--- config.mk ---
export PLATFORM = sky130hd
export DESIGN_NAME = dcc_top
export DESIGN_NICKNAME = d
export VERILOG_FILES = /design/src/common/dcc_pkg.sv /design/src/common/dcc_chan_if.sv /design/src/verilog/dcc_sync.sv /design/src/verilog/dcc_chan.sv /design/src/verilog/dcc_top.sv
export VERILOG_INCLUDE_DIRS = /design/src /design/src/common
export SDC_FILE = /design/constraint.sdc
export NUM_CORES = 1
export LEC_CHECK = 0
export ABC_AREA = 0
export BUFFER_PORTS_ARGS = -buffer_cell sky130_fd_sc_hd__buf_2
export CAP_MARGIN = 10
export CORE_AREA = 2 2 86 80
export CTS_BUF_LIST = sky130_fd_sc_hd__clkbuf_8
export DETAILED_ROUTE_END_ITERATION = 12
export DIE_AREA = 0 0 88 82
export HOLD_SLACK_MARGIN = 0.1
export PLACE_DENSITY = 0.74
export SLEW_MARGIN = 20
export SYNTH_ARGS = -nofsm -noshare
export SYNTH_HDL_FRONTEND = slang
export SYNTH_HIERARCHICAL = 1
export SYNTH_SLANG_ARGS = --single-unit
--- constraint.sdc ---
create_clock -name ref_clk -period 3.09 [get_ports ref_clk]
set_clock_uncertainty 0.15 [all_clocks]
set_input_delay 0.1545 -clock ref_clk [delete_from_list [all_inputs] [get_ports ref_clk]]
set_output_delay 0.1545 -clock ref_clk [all_outputs]
set_load 0.02 [all_outputs]
--- src/common/dcc_cfg.svh ---
// Purpose: Register map, field positions, reset values and select codes of the dual comparator control block.
// Assumes: Byte-wide special-function-register bus with 8-bit addresses.
// Notes:   Definitions only.
`ifndef DCC_CFG_SVH
`define DCC_CFG_SVH

// =====================================================================
// Register addresses
`define DCC_ADDR_C1_CTL   8'h9A
`define DCC_ADDR_C0_CTL   8'h9B
`define DCC_ADDR_C1_MODE  8'h9C
`define DCC_ADDR_C0_MODE  8'h9D
`define DCC_ADDR_C1_MUX   8'h9E
`define DCC_ADDR_C0_MUX   8'h9F

// =====================================================================
// Reset values
`define DCC_RST_CTL       8'h00
`define DCC_RST_MODE      8'h82
`define DCC_RST_MUX       8'hFF

// =====================================================================
// Control register fields
`define DCC_CTL_ON        7
`define DCC_CTL_RESULT    6
`define DCC_CTL_RISE      5
`define DCC_CTL_FALL      4
`define DCC_CTL_PHYS_HI   3
`define DCC_CTL_PHYS_LO   2
`define DCC_CTL_NHYS_HI   1
`define DCC_CTL_NHYS_LO   0

// =====================================================================
// Mode register fields
`define DCC_MODE_RSVD     7
`define DCC_MODE_RIE      5
`define DCC_MODE_FIE      4
`define DCC_MODE_SPD_HI   1
`define DCC_MODE_SPD_LO   0

// =====================================================================
// Input select fields and internal source codes
`define DCC_MUX_N_HI      7
`define DCC_MUX_N_LO      4
`define DCC_MUX_P_HI      3
`define DCC_MUX_P_LO      0
`define DCC_SRC_CAP_REF   4'hC
`define DCC_SRC_HALF_BATT 4'hD
`define DCC_SRC_N_DIGITAL 4'hE
`define DCC_SRC_N_GROUND  4'hF
`define DCC_SRC_P_BATT    4'hE
`define DCC_SRC_P_TOP     4'hF

`endif

--- src/common/dcc_pkg.sv ---
// Purpose: Types shared by the dual comparator control block.
// Assumes: Nothing beyond the config header.
// Notes:   Source kinds tell the analog switches which internal node is chosen.
package dcc_pkg;

  // =====================================================================
  // Decoded input source kinds
  typedef enum logic [2:0] {
    dcc_plus_pin,
    dcc_plus_cap_ref,
    dcc_plus_half_batt,
    dcc_plus_batt,
    dcc_plus_converter
  } dcc_plus_kind_t;

  typedef enum logic [2:0] {
    dcc_minus_pin,
    dcc_minus_cap_ref,
    dcc_minus_half_batt,
    dcc_minus_digital,
    dcc_minus_ground
  } dcc_minus_kind_t;

endpackage : dcc_pkg

--- src/common/dcc_chan_if.sv ---
// Purpose: Carries one comparator's control and status between the register bank and its channel logic.
// Assumes: Single clock domain.
// Notes:   The bank drives the control side, the channel drives the status side.
`timescale 1ns/1ps

interface dcc_chan_if;
  logic on;
  logic ctl_wr;
  logic wr_rise;
  logic wr_fall;
  logic rise_en;
  logic fall_en;
  logic raw_sync;
  logic result;
  logic rise_flag;
  logic fall_flag;
  logic irq;

  modport bank (output on, ctl_wr, wr_rise, wr_fall, rise_en, fall_en, raw_sync,
                input  result, rise_flag, fall_flag, irq);
  modport core (input  on, ctl_wr, wr_rise, wr_fall, rise_en, fall_en, raw_sync,
                output result, rise_flag, fall_flag, irq);
endinterface : dcc_chan_if

--- src/verilog/dcc_sync.sv ---
// Purpose: Multi-stage synchroniser for the comparator outputs.
// Assumes: Inputs may change at any time relative to ref_clk.
// Notes:   Only the last stage is visible outside.
`timescale 1ns/1ps

module dcc_sync #(
  parameter int WIDTH  = 2,
  parameter int STAGES = 2
) (
  // Clock and reset
  input  wire logic             ref_clk,
  input  wire logic             rst,
  // Data
  input  wire logic [WIDTH-1:0] async_in,
  output logic      [WIDTH-1:0] sync_out
);
  logic [WIDTH-1:0] stage_r [STAGES];

  if (STAGES < 2) begin : g_chk
    $error("dcc_sync needs at least two stages");
  end

  always_ff @(posedge ref_clk) begin
    if (rst) begin
      for (int s = 0; s < STAGES; s++) stage_r[s] <= '0;
    end else begin
      stage_r[0] <= async_in;
      for (int s = 1; s < STAGES; s++) stage_r[s] <= stage_r[s-1];
    end
  end

  assign sync_out = stage_r[STAGES-1];
endmodule : dcc_sync

--- src/verilog/dcc_chan.sv ---
// Purpose: One comparator's gated result, edge flags and interrupt request.
// Assumes: raw_sync is already synchronised to ref_clk.
// Notes:   Flags are written from the control register write; a hardware set wins.
`timescale 1ns/1ps

module dcc_chan (
  // Clock and reset
  input wire logic ref_clk,
  input wire logic rst,
  // Bank side
  dcc_chan_if.core bus
);
  logic result_r, result_nxt;
  logic rise_r, rise_nxt;
  logic fall_r, fall_nxt;
  logic irq_r, irq_nxt;
  logic rise_ev, fall_ev;

  // =====================================================================
  // Gating and edge detection
  assign result_nxt = bus.on & bus.raw_sync;                       // RL19
  assign rise_ev    = bus.on & result_nxt & ~result_r;             // RL22
  assign fall_ev    = bus.on & ~result_nxt & result_r;             // RL1
  assign rise_nxt   = rise_ev | (bus.ctl_wr ? bus.wr_rise : rise_r); // RL4
  assign fall_nxt   = fall_ev | (bus.ctl_wr ? bus.wr_fall : fall_r); // RL5
  assign irq_nxt    = bus.on & ((rise_r & bus.rise_en) | (fall_r & bus.fall_en)); // RL21

  // =====================================================================
  // State
  always_ff @(posedge ref_clk) begin
    if (rst) begin
      result_r <= 1'b0;
      rise_r   <= 1'b0;
      fall_r   <= 1'b0;
      irq_r    <= 1'b0;
    end else begin
      result_r <= result_nxt;   // RL3
      rise_r   <= rise_nxt;     // RL18
      fall_r   <= fall_nxt;     // RL18
      irq_r    <= irq_nxt;      // RL9 RL10
    end
  end

  assign bus.result    = result_r;
  assign bus.rise_flag = rise_r;
  assign bus.fall_flag = fall_r;
  assign bus.irq       = irq_r;
endmodule : dcc_chan

--- src/verilog/dcc_top.sv ---
// Purpose: Register bank and status logic for two voltage comparators on the SFR bus.
// Assumes: Single-cycle SFR read and write strobes; raw comparator outputs are asynchronous.
// Notes:   Read data appears one cycle after the read strobe.
`timescale 1ns/1ps
`include "dcc_cfg.svh"

// Summary of operation
// (RL1) A comparator does nothing until its enable bit is written to 1.
// (RL2) Enable bit 0 powers the analog core down.
// (RL3) Control bit 6 reads the synchronised result, 1 when plus exceeds minus.
// (RL4) Control bit 5 latches rising edges until software writes 0.
// (RL5) Control bit 4 latches falling edges until software writes 0.
// (RL6) Control bits 3:2 drive positive hysteresis, 00 off.
// (RL7) Control bits 1:0 drive negative hysteresis, same encoding.
// (RL8) Mode bits 1:0 pick one of four speed and power settings.
// (RL9) Mode bit 5 lets the rising flag request an interrupt.
// (RL10) Mode bit 4 lets the falling flag request an interrupt.
// (RL11) Mode bit 7 resets to 1 and always reads 1.
// (RL12) Mode bits 6 and 3:2 read zero and ignore writes.
// (RL13) Select bits 7:4 drive the minus switches, codes C to F internal.
// (RL14) Select bits 3:0 drive the plus switches, codes C to F internal.
// (RL15) Plus code F means converter supply on comparator 1, battery on 0.
// (RL16) Software should clear both flags shortly after enabling or retuning.
// (RL17) Comparator 0 result feeds the capture timer.
// (RL18) Edge flags set regardless of interrupt enables.
// (RL19) A disabled comparator's result is forced to 0.
// (RL20) The raw output is synchronised to the system clock before use.
// (RL21) An interrupt is requested only by a set flag with its enable set.
// (RL22) Edges compare current and previous samples; hardware set beats software clear.
module dcc_top
  import dcc_pkg::*;
#(
  parameter int SYNC_STAGES = 2
) (
  // Clock and reset
  input  wire logic      ref_clk,
  input  wire logic      rst,
  // SFR bus
  input  wire logic [7:0] sfr_addr,
  input  wire logic      sfr_wr_en,
  input  wire logic      sfr_rd_en,
  input  wire logic [7:0] sfr_wdata,
  output logic      [7:0] sfr_rdata,
  output logic           sfr_hit,
  // Raw comparator outputs
  input  wire logic      comp0_raw_out,
  input  wire logic      comp1_raw_out,
  // Comparator 0 analog controls
  output logic           comp0_on,
  output logic      [1:0] comp0_pos_hyst,
  output logic      [1:0] comp0_neg_hyst,
  output logic      [1:0] comp0_speed_sel,
  output logic      [3:0] comp0_plus_source,
  output logic      [3:0] comp0_minus_source,
  output dcc_plus_kind_t  comp0_plus_kind,
  output dcc_minus_kind_t comp0_minus_kind,
  // Comparator 1 analog controls
  output logic           comp1_on,
  output logic      [1:0] comp1_pos_hyst,
  output logic      [1:0] comp1_neg_hyst,
  output logic      [1:0] comp1_speed_sel,
  output logic      [3:0] comp1_plus_source,
  output logic      [3:0] comp1_minus_source,
  output dcc_plus_kind_t  comp1_plus_kind,
  output dcc_minus_kind_t comp1_minus_kind,
  // Results and interrupt requests
  output logic           comp0_result,
  output logic           comp1_result,
  output logic           comp0_irq,
  output logic           comp1_irq,
  output logic           capture_timer_trigger
);
  localparam int NCMP = 2;

  localparam logic [7:0] CTL_ADDR  [NCMP] = '{`DCC_ADDR_C0_CTL,  `DCC_ADDR_C1_CTL};
  localparam logic [7:0] MODE_ADDR [NCMP] = '{`DCC_ADDR_C0_MODE, `DCC_ADDR_C1_MODE};
  localparam logic [7:0] MUX_ADDR  [NCMP] = '{`DCC_ADDR_C0_MUX,  `DCC_ADDR_C1_MUX};
  localparam logic [7:0] CTL_RST   = `DCC_RST_CTL;
  localparam logic [7:0] MODE_RST  = `DCC_RST_MODE;
  localparam logic [7:0] MUX_RST   = `DCC_RST_MUX;

  if (SYNC_STAGES < 2) begin : g_chk
    $error("dcc_top needs SYNC_STAGES of at least two");
  end

  // =====================================================================
  // Per-comparator register storage
  logic            on_r      [NCMP];
  logic [1:0]      phys_r    [NCMP];
  logic [1:0]      nhys_r    [NCMP];
  logic            rie_r     [NCMP];
  logic            fie_r     [NCMP];
  logic [1:0]      spd_r     [NCMP];
  logic [3:0]      nsel_r    [NCMP];
  logic [3:0]      psel_r    [NCMP];
  dcc_plus_kind_t  pkind_r   [NCMP];
  dcc_minus_kind_t nkind_r   [NCMP];
  dcc_plus_kind_t  pkind_nxt [NCMP];
  dcc_minus_kind_t nkind_nxt [NCMP];

  // =====================================================================
  // Per-comparator decode and status wires
  logic            hit_ctl   [NCMP];
  logic            hit_mode  [NCMP];
  logic            hit_mux   [NCMP];
  logic            wr_ctl    [NCMP];
  logic            wr_mode   [NCMP];
  logic            wr_mux    [NCMP];
  logic [7:0]      ctl_val   [NCMP];
  logic [7:0]      mode_val  [NCMP];
  logic [7:0]      mux_val   [NCMP];
  logic [7:0]      chan_rd   [NCMP];
  logic            chan_hit  [NCMP];
  logic            res_w     [NCMP];
  logic            irq_w     [NCMP];

  // =====================================================================
  // Synchronisation of the raw outputs
  logic [NCMP-1:0] raw_async;
  logic [NCMP-1:0] raw_sync;

  assign raw_async = {comp1_raw_out, comp0_raw_out};

  dcc_sync #(
    .WIDTH  (NCMP),
    .STAGES (SYNC_STAGES)
  ) u_sync (
    .ref_clk  (ref_clk),
    .rst      (rst),
    .async_in (raw_async),
    .sync_out (raw_sync)    // RL20
  );

  // =====================================================================
  // Per-comparator logic
  for (genvar i = 0; i < NCMP; i++) begin : g_cmp
    dcc_chan_if u_if ();

    assign hit_ctl[i]  = (sfr_addr == CTL_ADDR[i]);
    assign hit_mode[i] = (sfr_addr == MODE_ADDR[i]);
    assign hit_mux[i]  = (sfr_addr == MUX_ADDR[i]);
    assign wr_ctl[i]   = sfr_wr_en & hit_ctl[i];
    assign wr_mode[i]  = sfr_wr_en & hit_mode[i];
    assign wr_mux[i]   = sfr_wr_en & hit_mux[i];

    // Channel connections.
    assign u_if.on       = on_r[i];
    assign u_if.ctl_wr   = wr_ctl[i];
    assign u_if.wr_rise  = sfr_wdata[`DCC_CTL_RISE];
    assign u_if.wr_fall  = sfr_wdata[`DCC_CTL_FALL];
    assign u_if.rise_en  = rie_r[i];
    assign u_if.fall_en  = fie_r[i];
    assign u_if.raw_sync = raw_sync[i];
    assign res_w[i]      = u_if.result;
    assign irq_w[i]      = u_if.irq;

    dcc_chan u_chan (
      .ref_clk (ref_clk),
      .rst     (rst),
      .bus     (u_if.core)
    );

    // Read views of the three registers.
    assign ctl_val[i] = {on_r[i], u_if.result, u_if.rise_flag, u_if.fall_flag,
                         phys_r[i], nhys_r[i]};                      // RL3
    assign mode_val[i] = {1'b1, 1'b0, rie_r[i], fie_r[i], 2'b00, spd_r[i]}; // RL11 RL12
    assign mux_val[i]  = {nsel_r[i], psel_r[i]};
    assign chan_rd[i]  = ({8{hit_ctl[i]}} & ctl_val[i]) |
                         ({8{hit_mode[i]}} & mode_val[i]) |
                         ({8{hit_mux[i]}} & mux_val[i]);
    assign chan_hit[i] = hit_ctl[i] | hit_mode[i] | hit_mux[i];

    // Decode of the positive selection into an internal source kind.
    assign pkind_nxt[i] =
      (psel_r[i] == `DCC_SRC_CAP_REF)   ? dcc_plus_cap_ref :
      (psel_r[i] == `DCC_SRC_HALF_BATT) ? dcc_plus_half_batt :
      (psel_r[i] == `DCC_SRC_P_BATT)    ? dcc_plus_batt :
      (psel_r[i] == `DCC_SRC_P_TOP)     ? ((i == 1) ? dcc_plus_converter : dcc_plus_batt) : // RL15
                                          dcc_plus_pin;             // RL14

    // Decode of the negative selection into an internal source kind.
    assign nkind_nxt[i] =
      (nsel_r[i] == `DCC_SRC_CAP_REF)   ? dcc_minus_cap_ref :
      (nsel_r[i] == `DCC_SRC_HALF_BATT) ? dcc_minus_half_batt :
      (nsel_r[i] == `DCC_SRC_N_DIGITAL) ? dcc_minus_digital :
      (nsel_r[i] == `DCC_SRC_N_GROUND)  ? dcc_minus_ground :
                                          dcc_minus_pin;            // RL13

    // Control register.
    always_ff @(posedge ref_clk) begin
      if (rst) begin
        on_r[i]   <= CTL_RST[`DCC_CTL_ON];
        phys_r[i] <= CTL_RST[`DCC_CTL_PHYS_HI:`DCC_CTL_PHYS_LO];
        nhys_r[i] <= CTL_RST[`DCC_CTL_NHYS_HI:`DCC_CTL_NHYS_LO];
      end else if (wr_ctl[i]) begin
        on_r[i]   <= sfr_wdata[`DCC_CTL_ON];                           // RL1 RL2
        phys_r[i] <= sfr_wdata[`DCC_CTL_PHYS_HI:`DCC_CTL_PHYS_LO];     // RL6
        nhys_r[i] <= sfr_wdata[`DCC_CTL_NHYS_HI:`DCC_CTL_NHYS_LO];     // RL7
      end
    end

    // Mode register; bits 7, 6 and 3:2 are not stored.
    always_ff @(posedge ref_clk) begin
      if (rst) begin
        rie_r[i] <= MODE_RST[`DCC_MODE_RIE];
        fie_r[i] <= MODE_RST[`DCC_MODE_FIE];
        spd_r[i] <= MODE_RST[`DCC_MODE_SPD_HI:`DCC_MODE_SPD_LO];
      end else if (wr_mode[i]) begin
        rie_r[i] <= sfr_wdata[`DCC_MODE_RIE];                          // RL9
        fie_r[i] <= sfr_wdata[`DCC_MODE_FIE];                          // RL10
        spd_r[i] <= sfr_wdata[`DCC_MODE_SPD_HI:`DCC_MODE_SPD_LO];      // RL8
      end
    end

    // Input select register.
    always_ff @(posedge ref_clk) begin
      if (rst) begin
        nsel_r[i] <= MUX_RST[`DCC_MUX_N_HI:`DCC_MUX_N_LO];
        psel_r[i] <= MUX_RST[`DCC_MUX_P_HI:`DCC_MUX_P_LO];
      end else if (wr_mux[i]) begin
        nsel_r[i] <= sfr_wdata[`DCC_MUX_N_HI:`DCC_MUX_N_LO];           // RL13
        psel_r[i] <= sfr_wdata[`DCC_MUX_P_HI:`DCC_MUX_P_LO];           // RL14
      end
    end

    // Registered source kinds for the switch drivers.
    always_ff @(posedge ref_clk) begin
      if (rst) begin
        pkind_r[i] <= (i == 1) ? dcc_plus_converter : dcc_plus_batt;
        nkind_r[i] <= dcc_minus_ground;
      end else begin
        pkind_r[i] <= pkind_nxt[i];
        nkind_r[i] <= nkind_nxt[i];
      end
    end
  end

  // =====================================================================
  // SFR read port
  logic [7:0] rd_mux;
  logic       rd_mapped;
  logic [7:0] rdata_r;
  logic       hit_r;
  logic       cap_r;

  assign rd_mux    = chan_rd[0] | chan_rd[1];
  assign rd_mapped = chan_hit[0] | chan_hit[1];

  always_ff @(posedge ref_clk) begin
    if (rst) begin
      rdata_r <= 8'h00;
      hit_r   <= 1'b0;
    end else begin
      rdata_r <= sfr_rd_en ? rd_mux : 8'h00;
      hit_r   <= sfr_rd_en & rd_mapped;
    end
  end

  // The capture timer sees comparator 0's gated, synchronised result.
  always_ff @(posedge ref_clk) begin
    if (rst) begin
      cap_r <= 1'b0;
    end else begin
      cap_r <= g_cmp[0].u_if.result;   // RL17
    end
  end

  // =====================================================================
  // Output assignments
  assign sfr_rdata             = rdata_r;
  assign sfr_hit               = hit_r;
  assign comp0_on              = on_r[0];    // RL2
  assign comp1_on              = on_r[1];    // RL2
  assign comp0_pos_hyst        = phys_r[0];
  assign comp1_pos_hyst        = phys_r[1];
  assign comp0_neg_hyst        = nhys_r[0];
  assign comp1_neg_hyst        = nhys_r[1];
  assign comp0_speed_sel       = spd_r[0];
  assign comp1_speed_sel       = spd_r[1];
  assign comp0_plus_source     = psel_r[0];
  assign comp1_plus_source     = psel_r[1];
  assign comp0_minus_source    = nsel_r[0];
  assign comp1_minus_source    = nsel_r[1];
  assign comp0_plus_kind       = pkind_r[0];
  assign comp1_plus_kind       = pkind_r[1];
  assign comp0_minus_kind      = nkind_r[0];
  assign comp1_minus_kind      = nkind_r[1];
  assign comp0_result          = res_w[0];
  assign comp1_result          = res_w[1];
  assign comp0_irq             = irq_w[0];
  assign comp1_irq             = irq_w[1];
  assign capture_timer_trigger = cap_r;

endmodule : dcc_top

# Word level (Yosys, flattened, before mapping)
# Memory sizes are Yosys's and may differ from the RTL's.
# Index checks and enable logic that the tools add are counted.
word_totals:
  ff_bits: 18
  mem_bits_rw: 50
  out_inout_bits: 56
  elab_cells: 180
  n_memories: 11
mem_list:
  columns: ["memory", "words", "word_bits", "rd", "rd_clocked_by_memory_dff", "write_ports", "line_no", "text"]
  rows:
  - ["nsel_r", 2, 4, 2, 0, 2, "dcc_top.sv:94", "logic [3:0] nsel_r [NCMP];"]
  - ["psel_r", 2, 4, 2, 0, 2, "dcc_top.sv:95", "logic [3:0] psel_r [NCMP];"]
  - ["nkind_r", 2, 3, 2, 0, 2, "dcc_top.sv:97", "dcc_minus_kind_t nkind_r [NCMP];"]
  - ["pkind_r", 2, 3, 2, 0, 2, "dcc_top.sv:96", "dcc_plus_kind_t pkind_r [NCMP];"]
  - ["nhys_r", 2, 2, 2, 0, 2, "dcc_top.sv:90", "logic [1:0] nhys_r [NCMP];"]
  - ["phys_r", 2, 2, 2, 0, 2, "dcc_top.sv:89", "logic [1:0] phys_r [NCMP];"]
  - ["+5 memories", null, null, null, null, null, null, null]
op_classes:
  n_eq_ne: 22
  n_mux: 63
  bitwise_logic: 72
  n_reduce_logical: 1
op_table:
  columns: ["op", "n"]
  rows:
  - ["== test 4 bit, second input constant", 16]
  - ["AND 8 bit", 6]
  - ["== test 8 bit, second input constant", 6]
  - ["two-way mux 3 bit", 16]
  - ["OR 8 bit", 5]
  - ["OR 1 bit", 33]
  - ["two-way mux 1 bit", 31]
  - ["two-way mux 2 bit", 12]
  - ["AND 1 bit", 23]
  - ["two-way mux 4 bit", 4]
  - ["NOT 1 bit", 5]
  - ["OR reduction 2 bit", 1]

# Longest topological paths before layout
# An unclocked memory read counts as a cell.
logic_depth:
  depth_word: 7
  ltp_mapped: 6
  depth_no_buf: 5

# By module
# Netlist, hierarchy kept.
by_module_without_submodules:
  columns: ["module", "n_inst", "cells_each", "area_per_inst_um2", "seq_area_each_um2"]
  rows:
  - ["dcc_top", 1, 194, 2359.8, 1441.4]
  - ["dcc_chan", 2, 13, 148.9, 80.1]
  - ["dcc_sync", 1, 10, 120.1, 80.1]

# Least setup slack after synthesis
# No wires, ideal clock.
synth_path:
  path_kind: "in2reg"
  from: "in sfr_addr[6]"
  to: "mem nhys_r[0][0] (enable)"
  setup_time_ps: 376
  t_arrival_ps: 1177
  required_ps: 2564
  slack_ps: 1387
  stages: 3
  path_buffers: 0
  path_cell_list: "and4bb_2 -> nand3_1 -> o31ai_1"
synth_lines:
  columns: ["item", "line_no", "text"]
  rows:
  - ["start, declared", "dcc_top.sv:39", "input wire logic [7:0] sfr_addr,"]
  - ["end, declared", "dcc_top.sv:90", null]

==> impl_metrics.toml <==
[routing]
via_per_inst = 5.35
vias = 2203
ant_nets = 0
first_iter_violations = 154
totalWireLength_um = 6850
drtPass1Iterations = 4
wl_per_cell_um = 16.6
post-route-drc-count = 0

[synthesis]
yosys.area.top_type_share = 0.368
netlist_top_cells_count = "34 x edfxtp_1, 33 x dfxtp_1, 18 x nor3_1"
ys_types = 35
synth.most_common_cell = "edfxtp_1"
syn_nets = 252
dominantRegCellSynth = "edfxtp_1"
synth.largest_area_cell = "edfxtp_1"
synth_area_sq_mm = 0.00278
synth_edf_count = 34
synthTopCellsByArea = "edfxtp_1 37%, dfxtp_1 24%, nor3_1 3.2%"
ys_ff_latch = 67
postSynthAreaPerCell_sq_um = 12.1
yosysSeqAreaShare = 0.605
synthCells = 230
yosys_warnings = 6
ys_async_sr_fraction = 0

[critical_path]
slowest_delay_ns = 0.90
r2r_cells = 3
arrival_ns = 2.09
cp.required_ns = 2.90
end_kind = "register"
r2r-start = "nsel_r[0][0]"
r2r-end = "sfr_rdata[4]"
worstPathCellList = "dlygate4sd3_1 -> buf_2 -> nand2b_1 -> o31ai_1"
crit_path_max_fanout = 15
critPathSlowestCell = "o31ai_1"
startpoint = "sfr_addr[1]"
r2r_slack_ns = 1.76
cp_top_family = "compound AO/OA/AOI/OAI gates"
cp_num_buf_inv = 2
cp-start-kind = "input port"
crit_type = "input port to register"

[global_routing]
grt_max_degree = 30
overflow = 0
antenna_found_initial = 0
gr-usage-all-layers = 0.202
first_global_vias = 2023
grt_pass1_wl_um = 10400

[hold_path]
holdPathEnd = "sfr_hit"
min_path_cells = 3
hold_class = "input port to register"
holdCritStartpoint = "sfr_rd_en"

[floorplanning]
die-area_sq_mm = 0.00722
boundaryPins = 78
die_h_um = 82
die_w_um = 88
rows = 28
core_sq_mm = 0.00634
initial_utilization = 0.438

[cts]
path_clk_slew_ns = 0.07
clk_latency_ns = 0.34
clockRootBuffer = "clkbuf_8"
numCtsBuffers = 9
htreeDepth = 3
clockBufferDepth = 2
clock-sinks = 67
tritoncts = "yes"
post_cts_buffers = 0

[layout]
fin_nets = 339
fin_cells = 412
drive_gt1_frac = 0.326
area_delta_synth_final_pct = 26.0
diodes = 0
fill_cells = 545

[timing]
rsz0062_at_grt = "false"
final-hold-violation-count = 0
layout_setup_ws_ns = 0.810
setup_viol = 0
tightest_slew_ns = 1.01
slew_headroom = 0.322
finalMaxSlewViolations = 0
min_period_ns = 2.28
fmax_mhz = 439
timing.setup.tns_ns = 0
whs_ns = 0.131
fin_crit_sh = 0.738

[placement]
dp.cells = 383
dpl.hpwl_um = 4780
port-buffer-count = 76
place_ws_ns = 0.855
routabilityCongestion = 0.861

[power_and_ir_drop]
ir_drop_v = 0.000228
p_per_area_mw_per_mm2 = 543
p_leak_uw = 0.00142

[flow_run]
maxCapViolCount = 0

[status]
status = "finished clean"
cell families after synthesis:
group,synth area share
muxes,0.0626
DFF,0.605
xor gates and xnor gates,0.00946
other,0.00135
buffers and inverters,0.0455
AOI/OAI and AO/OA,0.0770
and+or+nand+nor,0.199
cell usage in the layout, fill, tap and decap left out, types with 2 or more instances in the layout:
| cell type | netlist | layout |
|---|---|---|
| a21oi_1 | 5 | 5 |
| buf_2 | 2 | 76 |
| nand2_1 | 13 | 13 |
| nor3_1 | 18 | 18 |
| o21ai_0 | 6 | 6 |
| and3b_1 | 3 | 3 |
| dlygate4sd3_1 | 0 | 13 |
| nor2b_1 | 14 | 14 |
| nor2_1 | 5 | 5 |
| and3_1 | 7 | 7 |
| a31oi_1 | 4 | 4 |
| nand4_2 | 2 | 2 |
| a22oi_1 | 2 | 2 |
| clkbuf_8 | 0 | 10 |
| a31o_2 | 2 | 2 |
| xnor2_1 | 3 | 3 |
| mux2i_1 | 5 | 5 |
| nand3_1 | 13 | 13 |
| clkinv_2 | 0 | 3 |
| mux4_2 | 3 | 3 |
| nand3b_1 | 10 | 10 |
| inv_1 | 7 | 8 |
| a32oi_1 | 8 | 8 |
| nor3b_1 | 5 | 5 |
| dfxtp_1 | 33 | 33 |
| o31ai_1 | 2 | 2 |
| mux2_2 | 5 | 5 |
| edfxtp_1 | 34 | 34 |
worst min-delay path, cell delays in order:
cell and delay [ns]:
buf_2 0.10, nand4_2 0.24, nor2_1 0.08
worst max-delay path by stage:
stage / end / slack [ns] / cells after the start
after detailed placement: phys_r[1][0] / 0.85 / 4
after CTS: nhys_r[1][0] / 0.78 / 4
final: nhys_r[1][1] / 0.81 / 4
after global placement: phys_r[1][0] / 0.95 / 4
after floorplan: nhys_r[0][0] / 1.39 / 3
after global routing: nhys_r[1][0] / 0.74 / 4
registers in the layout, indices dropped and copies added (netlist names), 4 cells and up:
register        count
nkind_r             6
u_sync/stage_r      4
spd_r               4
phys_r              4
pkind_r             5
sfr_rdata           8
psel_r              8
nsel_r              8
nhys_r              4
area by class of cell:
type | instances | area [sq um] | area share
clock buffers | 10 | 138 | 0.0393
multi-input cells | 142 | 970 | 0.277
flip-flops and latches | 67 | 1680 | 0.480
repair buffers | 90 | 518 | 0.148
clock inverters | 6 | 55.1 | 0.0157
inverters | 7 | 26.3 | 0.00751
well taps | 90 | 113 | 0.0322
metrics by stage:
step | instance area [sq um] | power [uW] | util
3_3_place_gp | 3180 | 1190 | 0.501
3_5_place_dp | 3180 | 1190 | 0.501
4_1_cts | 3500 | 1910 | 0.552
5_1_grt | 3500 | 1970 | 0.552
6_report | 3500 | 1900 | 0.552
2_1_floorplan | 2780 | 1120 | -
repair_timing:
item                                   in CTS  in global routing
hold buffers                               13                  0
resized for setup                           0                  0
endpoints found under the hold margin      38                  0
power breakdown:
group	switching, uW	total [uW]	internal [uW]
logic	118	191	73.6
clock network	329	717	388
registers	26.1	993	967
routing by layer:
layer | share of wire | vias to the layer above | global-route usage
met2 | 0.48 | 88 | 0.315
met5 | 0 | - | 0
met3 | 0.067 | 14 | 0.0774
met1 | 0.43 | 1071 | 0.247
met4 | 0.022 | 0 | 0.0954
li1 | - | 1030 | -
Power figures use the tool's default switching activity.
